`src/wwd_pkg.sv`:
```
// Constants and field layout of the windowed watchdog
package wwd_pkg;
    // Register byte offsets
    localparam logic [7:0] CTRL_OFS = 8'h00;
    localparam logic [7:0] MODE_OFS = 8'h04;
    localparam logic [7:0] STAT_OFS = 8'h08;
    // Control register fields
    localparam int KEY_LSB = 24;
    localparam int KEY_W = 8;
    localparam logic [7:0] KEY_VALUE = 8'ha5;
    localparam int RESTART_BIT = 0;
    // Mode register fields
    localparam int CNT_W = 12;
    localparam int LOAD_LSB = 0;
    localparam int FIEN_BIT = 12;
    localparam int RSTEN_BIT = 13;
    localparam int RPROC_BIT = 14;
    localparam int DIS_BIT = 15;
    localparam int WIN_LSB = 16;
    localparam int DBGHLT_BIT = 28;
    localparam int IDLEHLT_BIT = 29;
    localparam logic [31:0] MODE_MASK = 32'h3fff_ffff;
    localparam logic [31:0] MODE_RST = 32'h3fff_2fff;
    // Status register fields
    localparam int UNF_BIT = 0;
    localparam int ERR_BIT = 1;
    // Slow clock prescaler and counter constants
    localparam int PRE_DIV = 128;
    localparam int PRE_W = 7;
    localparam logic [PRE_W-1:0] PRE_LAST = 7'h7f;
    localparam logic [PRE_W-1:0] PRE_ZERO = 7'h00;
    localparam logic [CNT_W-1:0] CNT_ZERO = 12'h000;
    localparam logic [CNT_W-1:0] CNT_ONE = 12'h001;
endpackage

```
`src/wwd_top.sv`:
```
// Windowed watchdog timer with key-protected restart and write-once mode
`timescale 1ns/1ns

// What this block does
// RQ1 - Twelve-bit down counter loaded from mode
// RQ2 - Counter steps on slow clock divided 128
// RQ3 - Reset: load 0xFFF, fault reset enabled
// RQ4 - Mode register accepts only first write
// RQ5 - Accepted mode write reloads and restarts counter
// RQ6 - Valid restart reloads counter and restarts
// RQ7 - Valid restart also clears the prescaler
// RQ8 - Control write with wrong key ignored
// RQ9 - Software writes key 0xA5 each time
// RQ10 - Underflow drives fault only if reset enabled
// RQ11 - Underflow always sets underflow flag
// RQ12 - Both flags sticky until status read
// RQ13 - Restart accepted only within window limit
// RQ14 - Early restart flags error, drives fault always
// RQ15 - Window at or above load: always accepted
// RQ16 - Either flag raises interrupt when enabled
// RQ17 - Watchdog reset clears block and flags
// RQ18 - Processor-only bit selects reset scope
// RQ19 - Reset or status read clears flags, fault
// RQ20 - Counter halts in debug or idle when enabled
// RQ21 - Unused watchdog disabled by software mode write
// RQ22 - Fault requests general or processor reset only
// RQ23 - Underflow on tick at zero, flagged once
module wwd_top (
    input wire logic clk_i,
    input wire logic rst_i,
    input wire logic slck_i,
    input wire logic debug_i,
    input wire logic idle_i,
    input wire logic [7:0] addr_i,
    input wire logic [31:0] wdata_i,
    input wire logic wr_i,
    input wire logic rd_i,
    output logic [31:0] rdata_o,
    output logic irq_o,
    output logic fault_o,
    output logic gen_rst_o,
    output logic proc_rst_o,
    output logic [11:0] count_o
);

    ////////////////////////////////////////////////////////////////////////
    // Helpers

    function automatic logic addr_hit(input logic [7:0] a, input logic [7:0] ofs);
        addr_hit = (a == ofs);
    endfunction

    // Load field of a mode word, from the register or from the bus
    function automatic logic [wwd_pkg::CNT_W-1:0] load_field(input logic [31:0] w);
        load_field = w[wwd_pkg::LOAD_LSB +: wwd_pkg::CNT_W];
    endfunction

    ////////////////////////////////////////////////////////////////////////
    // Input synchronisers

    logic slck_m_r;
    logic slck_s_r;
    logic slck_d_r;
    logic dbg_m_r;
    logic dbg_s_r;
    logic idle_m_r;
    logic idle_s_r;

    always_ff @(posedge clk_i) begin
        if (rst_i) begin
            slck_m_r <= 1'b0;
            slck_s_r <= 1'b0;
            slck_d_r <= 1'b0;
            dbg_m_r <= 1'b0;
            dbg_s_r <= 1'b0;
            idle_m_r <= 1'b0;
            idle_s_r <= 1'b0;
        end else begin
            slck_m_r <= slck_i;
            slck_s_r <= slck_m_r;
            slck_d_r <= slck_s_r;
            dbg_m_r <= debug_i;
            dbg_s_r <= dbg_m_r;
            idle_m_r <= idle_i;
            idle_s_r <= idle_m_r;
        end
    end

    logic slck_rise;
    assign slck_rise = slck_s_r & ~slck_d_r;

    ////////////////////////////////////////////////////////////////////////
    // State

    logic [31:0] mode_r;
    logic [31:0] mode_nxt;
    logic mode_done_r;
    logic mode_done_nxt;
    logic [wwd_pkg::CNT_W-1:0] cnt_r;
    logic [wwd_pkg::CNT_W-1:0] cnt_nxt;
    logic [wwd_pkg::PRE_W-1:0] pre_r;
    logic [wwd_pkg::PRE_W-1:0] pre_nxt;
    logic unf_r;
    logic unf_nxt;
    logic err_r;
    logic err_nxt;
    logic fault_r;
    logic fault_nxt;
    logic irq_r;
    logic irq_nxt;
    logic gen_rst_r;
    logic gen_rst_nxt;
    logic proc_rst_r;
    logic proc_rst_nxt;
    logic [31:0] rdata_r;
    logic [31:0] rdata_nxt;

    ////////////////////////////////////////////////////////////////////////
    // Decoded mode fields

    logic [wwd_pkg::CNT_W-1:0] load_value;
    logic [wwd_pkg::CNT_W-1:0] restart_window_limit;
    logic fault_irq_enable;
    logic fault_reset_enable;
    logic processor_only_reset;
    logic watchdog_disable;
    logic debug_halt;
    logic idle_halt;

    assign load_value = load_field(mode_r);  // [RQ1]
    assign restart_window_limit = mode_r[wwd_pkg::WIN_LSB +: wwd_pkg::CNT_W];
    assign fault_irq_enable = mode_r[wwd_pkg::FIEN_BIT];
    assign fault_reset_enable = mode_r[wwd_pkg::RSTEN_BIT];
    assign processor_only_reset = mode_r[wwd_pkg::RPROC_BIT];
    assign watchdog_disable = mode_r[wwd_pkg::DIS_BIT];
    assign debug_halt = mode_r[wwd_pkg::DBGHLT_BIT];
    assign idle_halt = mode_r[wwd_pkg::IDLEHLT_BIT];

    ////////////////////////////////////////////////////////////////////////
    // Bus decode

    logic ctrl_wr;
    logic mode_wr;
    logic stat_rd;
    logic key_ok;
    logic restart_command;
    logic in_window;
    logic restart_ok;
    logic restart_bad;

    assign ctrl_wr = wr_i & addr_hit(addr_i, wwd_pkg::CTRL_OFS);
    assign mode_wr = wr_i & addr_hit(addr_i, wwd_pkg::MODE_OFS) & ~mode_done_r;  // [RQ4]
    assign stat_rd = rd_i & addr_hit(addr_i, wwd_pkg::STAT_OFS);
    assign key_ok = (wdata_i[wwd_pkg::KEY_LSB +: wwd_pkg::KEY_W] == wwd_pkg::KEY_VALUE);  // [RQ8] [RQ9]
    assign restart_command = ctrl_wr & key_ok & wdata_i[wwd_pkg::RESTART_BIT];  // [RQ8]
    // Window check; a limit at or above the load value admits any count
    assign in_window = (cnt_r <= restart_window_limit)
                     | (restart_window_limit >= load_value);  // [RQ13] [RQ15]
    assign restart_ok = restart_command & in_window;  // [RQ13]
    assign restart_bad = restart_command & ~in_window;  // [RQ14]

    ////////////////////////////////////////////////////////////////////////
    // Counting

    logic running;
    logic tick;
    logic underflow;

    // Disabled, or halted by debug or idle state
    assign running = ~watchdog_disable
                   & ~(debug_halt & dbg_s_r)
                   & ~(idle_halt & idle_s_r);  // [RQ20] [RQ21]
    assign tick = running & slck_rise & (pre_r == wwd_pkg::PRE_LAST);  // [RQ2]
    assign underflow = tick & (cnt_r == wwd_pkg::CNT_ZERO);  // [RQ23]

    always_comb begin
        mode_nxt = mode_r;
        mode_done_nxt = mode_done_r;
        cnt_nxt = cnt_r;
        pre_nxt = pre_r;
        if (mode_wr) begin
            mode_nxt = wdata_i & wwd_pkg::MODE_MASK;  // [RQ4]
            mode_done_nxt = 1'b1;  // [RQ4]
            cnt_nxt = load_field(wdata_i);  // [RQ5]
            pre_nxt = wwd_pkg::PRE_ZERO;  // [RQ5]
        end else if (restart_ok) begin
            cnt_nxt = load_value;  // [RQ6]
            pre_nxt = wwd_pkg::PRE_ZERO;  // [RQ7]
        end else begin
            if (running && slck_rise) begin
                pre_nxt = pre_r + 7'h01;  // [RQ2]
            end
            if (underflow) begin
                // Reload so each underflow is seen only once
                cnt_nxt = load_value;  // [RQ23] [RQ1]
            end else if (tick) begin
                cnt_nxt = cnt_r - wwd_pkg::CNT_ONE;  // [RQ1]
            end
        end
    end

    always_ff @(posedge clk_i) begin
        if (rst_i) begin
            mode_r <= wwd_pkg::MODE_RST;  // [RQ3] [RQ4]
            mode_done_r <= 1'b0;  // [RQ4]
            cnt_r <= wwd_pkg::MODE_RST[wwd_pkg::CNT_W-1:0];  // [RQ3]
            pre_r <= wwd_pkg::PRE_ZERO;
        end else begin
            mode_r <= mode_nxt;
            mode_done_r <= mode_done_nxt;
            cnt_r <= cnt_nxt;
            pre_r <= pre_nxt;
        end
    end

    ////////////////////////////////////////////////////////////////////////
    // Flags, fault and interrupt

    logic unf_set;
    logic fault_set;
    logic fault_cur;

    assign unf_set = underflow;  // [RQ11]
    // Error faults regardless of enable; underflow only when reset enabled
    assign fault_set = restart_bad | (underflow & fault_reset_enable);  // [RQ10] [RQ14]

    always_comb begin
        unf_nxt = unf_r;
        err_nxt = err_r;
        fault_nxt = fault_r;
        if (stat_rd) begin
            unf_nxt = 1'b0;  // [RQ19]
            err_nxt = 1'b0;  // [RQ19]
            fault_nxt = 1'b0;  // [RQ19]
        end
        // Set wins over a clearing read in the same cycle
        if (unf_set) begin
            unf_nxt = 1'b1;  // [RQ11] [RQ12]
        end
        if (restart_bad) begin
            err_nxt = 1'b1;  // [RQ14] [RQ12]
        end
        if (fault_set) begin
            fault_nxt = 1'b1;  // [RQ10] [RQ14]
        end
        fault_cur = fault_nxt;
        irq_nxt = (unf_nxt | err_nxt) & fault_irq_enable;  // [RQ16]
        gen_rst_nxt = fault_cur & fault_reset_enable & ~processor_only_reset;  // [RQ18] [RQ22]
        proc_rst_nxt = fault_cur & fault_reset_enable & processor_only_reset;  // [RQ18] [RQ22]
    end

    always_ff @(posedge clk_i) begin
        if (rst_i) begin
            // A watchdog reset comes back here through the reset input
            unf_r <= 1'b0;  // [RQ17] [RQ19]
            err_r <= 1'b0;  // [RQ17] [RQ19]
            fault_r <= 1'b0;  // [RQ19]
            irq_r <= 1'b0;  // [RQ19]
            gen_rst_r <= 1'b0;
            proc_rst_r <= 1'b0;
        end else begin
            unf_r <= unf_nxt;
            err_r <= err_nxt;
            fault_r <= fault_nxt;
            irq_r <= irq_nxt;
            gen_rst_r <= gen_rst_nxt;
            proc_rst_r <= proc_rst_nxt;
        end
    end

    ////////////////////////////////////////////////////////////////////////
    // Read data

    always_comb begin
        rdata_nxt = 32'h0000_0000;
        if (rd_i) begin
            if (addr_hit(addr_i, wwd_pkg::MODE_OFS)) begin
                rdata_nxt = mode_r;
            end else if (addr_hit(addr_i, wwd_pkg::STAT_OFS)) begin
                rdata_nxt[wwd_pkg::UNF_BIT] = unf_r;
                rdata_nxt[wwd_pkg::ERR_BIT] = err_r;
            end
        end
    end

    always_ff @(posedge clk_i) begin
        if (rst_i) begin
            rdata_r <= 32'h0000_0000;
        end else begin
            rdata_r <= rdata_nxt;
        end
    end

    ////////////////////////////////////////////////////////////////////////
    // Outputs

    assign rdata_o = rdata_r;
    assign irq_o = irq_r;
    assign fault_o = fault_r;
    assign gen_rst_o = gen_rst_r;
    assign proc_rst_o = proc_rst_r;
    assign count_o = cnt_r;

endmodule

```
`config.mk`:
```
export PLATFORM = sky130hd
export DESIGN_NAME = wwd_top
export DESIGN_NICKNAME = d
export VERILOG_FILES = /design/src/wwd_pkg.sv /design/src/wwd_top.sv
export SDC_FILE = /design/constraint.sdc
export NUM_CORES = 1
export LEC_CHECK = 0
export BUFFER_PORTS_ARGS = -buffer_cell sky130_fd_sc_hd__buf_2
export CAP_MARGIN = 10
export CORE_MARGIN = 2
export CORE_UTILIZATION = 45
export CTS_CLUSTER_DIAMETER = 200
export CTS_CLUSTER_SIZE = 40
export DETAILED_ROUTE_END_ITERATION = 8
export PLACE_DENSITY = 0.73
export SLEW_MARGIN = 20
export SYNTH_ARGS = -nofsm -noshare
export SYNTH_HDL_FRONTEND = slang
export SYNTH_SLANG_ARGS = --single-unit
```
`constraint.sdc`:
```
create_clock -name clk_i -period 3 [get_ports clk_i]
set_input_delay 0.3 -clock clk_i [delete_from_list [all_inputs] [get_ports clk_i]]
set_output_delay 0.3 -clock clk_i [all_outputs]
set_load 0.005 [all_outputs]
```
==> impl_metrics.csv <==
group,metric,value,unit
status,status,"finished clean",
drt,num_vias,3653,
global_routing,grt_pass1_vias,3536,
cells_and_area,n_antenna_cell,0,
placement,port_buffers,92,
worst_setup_path,cp_max_fo,18,
sta,fmax,360,MHz
die,initial_core_util,0.469,
clocking,htree_levels,3,
sta,tightest_slew,0.651,ns
drt,drt_iter0_markers,278,
worst_hold_path,min_to,"idle_m_r$_SDFF_PP0_",
cells_and_area,layout_common_cells,"93 x dfxtp_1, 92 x buf_2, 49 x nand2_1, 32 x and3_1, 30 x inv_1",
sta,setup_viol,0,
yosys,synth_area,4130,um^2
global_routing,grt_use_met3,0.0432,
worst_setup_path,path_delay_family,"compound AO/OA/AOI/OAI gates",
power,p_per_area,462,nW/um^2
yosys,synth_edf_count,0,
clocking,cts_buffers,9,
drt,ant_nets,0,
worst_hold_path,hold_path_startpoint,"idle_i",
yosys,synthFlopType,"dfxtp_1",
yosys,ys_seq_area_frac,0.451,
die,rows,34,
sta,maxSlewViolCount,0,
sta,period_needed,2.77,ns
cells_and_area,syn_to_final_growth,19.8,%
global_routing,grt-busiest-layer,"met2",
drt,drt-total-wl,10600,um
sta,period_share,0.925,
die,die_h,99.8,um
worst_setup_path,crit_cells,10,
placement,postPlaceCellArea,4710,um^2
worst_setup_path,cp_slowest_cell,"or3_1",
global_routing,grtUsageMet2,0.336,
worst_setup_path,start_kind,"flip-flop",
power,peakVddDrop,249,uV
global_routing,overflow,0,
worst_setup_path,rr_endpoint,"pre_r[2]$_SDFFE_PP0P_",
die,core_area,8810,um^2
clocking,cts.sinks,93,
sta,report.final.hold_viol_count,0,
sta,finalSetupTns,0,ns
clocking,worst_skew_pair.late_latency,0.36,ns
drt,routedWlPerCell,16.2,um
sta,rsz0062_at_grt,"no",
drt,drtPass1Iterations,5,
drt,route.detailed.drc,0,
placement,gp_congestion,0.852,
yosys,avgSynthCellArea,9.07,um^2
die,die_w,99.8,um
cells_and_area,drive_gt1_frac,0.236,
yosys,ys_warn_count,0,
clocking,tritoncts,"built",
global_routing,grt_start_max_net_pins,49,
worst_hold_path,hp-class,"in2reg",
yosys,synthArstFlopShare,0,
placement,place_hpwl,8050,um
global_routing,use_met1,0.309,
die,die_area,9960,um^2
worst_setup_path,worstPathArrival,3.06,ns
clocking,clockBufferDepth,2,
cells_and_area,nNetsFinal,615,
worst_setup_path,regToRegSetupSlack,0.23,ns
global_routing,antenna_found_initial,0,
run,drv_cap,0,
worst_hold_path,hold_depth,2,
global_routing,grt_usage,0.217,
cells_and_area,final_common_cell,"dfxtp_1",
worst_setup_path,crit_required,3.29,ns
worst_setup_path,cp-startpoint,"mode_r[16]$_SDFFE_PP1P_",
global_routing,grt_pass1_wl,17200,um
cells_and_area,final_area,4940,um^2
drt,vias_per_cell,5.58,
worst_setup_path,cpPeakStageDelay,0.44,ns
worst_setup_path,r2r_cells,10,
clocking,clkTransAtPathRegs,0.09,ns
worst_setup_path,timing_worst_setup_path_type,"reg2reg",
cells_and_area,utilization,0.561,
worst_setup_path,worstPathCellList,"inv_1 > ha_1 > nand2b_1 > a2111oi_1 > o311ai_1 > a21oi_2 > a21boi_4 > buf_4 > or3_1 > nor2_1",
yosys,synth-seq-cells,93,
sta,hold_slack,0.154,ns
sta,maxSlewHeadroom,0.560,
power,total_power,2.28,mW
sta,skew,0.0128,ns
yosys,syn_inst,455,
power,total_leakage_power,2.41,nW
yosys,synth.distinct_cells,51,
worst_setup_path,reg2reg_from,"mode_r[16]$_SDFFE_PP1P_",
worst_setup_path,worst-path-buf-inv,2,
worst_setup_path,end_kind,"flip-flop",
clocking,root_buffer,"clkbuf_8",
die,num_io_pins,95,
[area by class of cell]
cell class | count | area [um^2]
fill | 792 | 3860
multi-input combinational | 305 | 2050
sequential | 93 | 1860
timing repair buffer | 103 | 556
clock buffer | 10 | 138
tap | 108 | 135
inverter | 30 | 113
clock inverter | 6 | 93.8
[per-stage QoR]
step	std cells	worst slack, ns
finish	655	0.226
floorplan	456	0.590
detailed placement	639	0.114
global route	655	0.0113
global placement	639	0.305
CTS	655	0.0708
[state kept, by name, indices dropped and copies added (netlist names), 7 cells and up]
signal,flops
mode_r,30
rdata_o,30
count_o,12
pre_r,7
[power by group]
part / total (mW) / switching (mW) / internal (mW)
sequential: 1.24 / 0.00304 / 1.24
combinational: 0.0862 / 0.0493 / 0.0368
clock: 0.953 / 0.455 / 0.498
[synth_stat cells, types with 2 or more instances]
cell | count | area [um^2]
a211oi_1 | 7 | 52.6
a22oi_1 | 3 | 22.5
ha_1 | 26 | 325
a21oi_1 | 23 | 115
and4_1 | 4 | 35.0
nor4b_1 | 2 | 17.5
a2111oi_0 | 3 | 26.3
a32oi_1 | 2 | 17.5
clkbuf_1 | 22 | 82.6
a21o_1 | 3 | 22.5
buf_2 | 3 | 15.0
nand2b_1 | 2 | 12.5
nor3_1 | 4 | 20.0
o21ai_0 | 8 | 40.0
nor2_1 | 23 | 86.3
buf_4 | 2 | 15.0
nand3_1 | 9 | 45.0
mux2i_1 | 3 | 30.0
nor2b_1 | 10 | 62.6
nand2_1 | 49 | 184
xor2_1 | 9 | 78.8
dfxtp_1 | 93 | 1860
and3_1 | 32 | 200
nor4_1 | 12 | 75.1
o211ai_1 | 15 | 113
nor4bb_1 | 2 | 20.0
o221ai_1 | 6 | 52.6
or3_1 | 3 | 18.8
inv_1 | 30 | 113
a31oi_1 | 14 | 87.6
xnor2_1 | 5 | 43.8
nand4_1 | 7 | 43.8
[routing by layer]
metal  up-vias  share of wire
met3        11          0.070
met4         0          0.012
met2       151           0.46
met1      1695           0.46
met5         -              0
li1       1796              -
[cell families after synthesis]
family	share of synthesized area
xor gates and xnor gates	0.0297
buffers and inverters	0.0573
and+or+nand+nor	0.223
adders and majority gates	0.0788
DFF	0.451
other	0.000908
muxes	0.00728
AOI/OAI and AO/OA	0.152
[worst max-delay path by stage]
stage	endpoint
after detailed placement	pre_r[2]$_SDFFE_PP0P_
final	pre_r[2]$_SDFFE_PP0P_
after floorplan	count_o[1]$_SDFFE_PP1P_
after global routing	pre_r[5]$_SDFFE_PP0P_
after CTS	pre_r[2]$_SDFFE_PP0P_
after global placement	count_o[10]$_SDFFE_PP1P_
[what timing repair did]
item,4_1_cts,5_1_grt
gates resized for setup,0,3
buffers inserted,0,0
endpoints found under the setup margin,0,12
hold buffers,0,0
No activity file was read; power rests on OpenSTA's default activity.
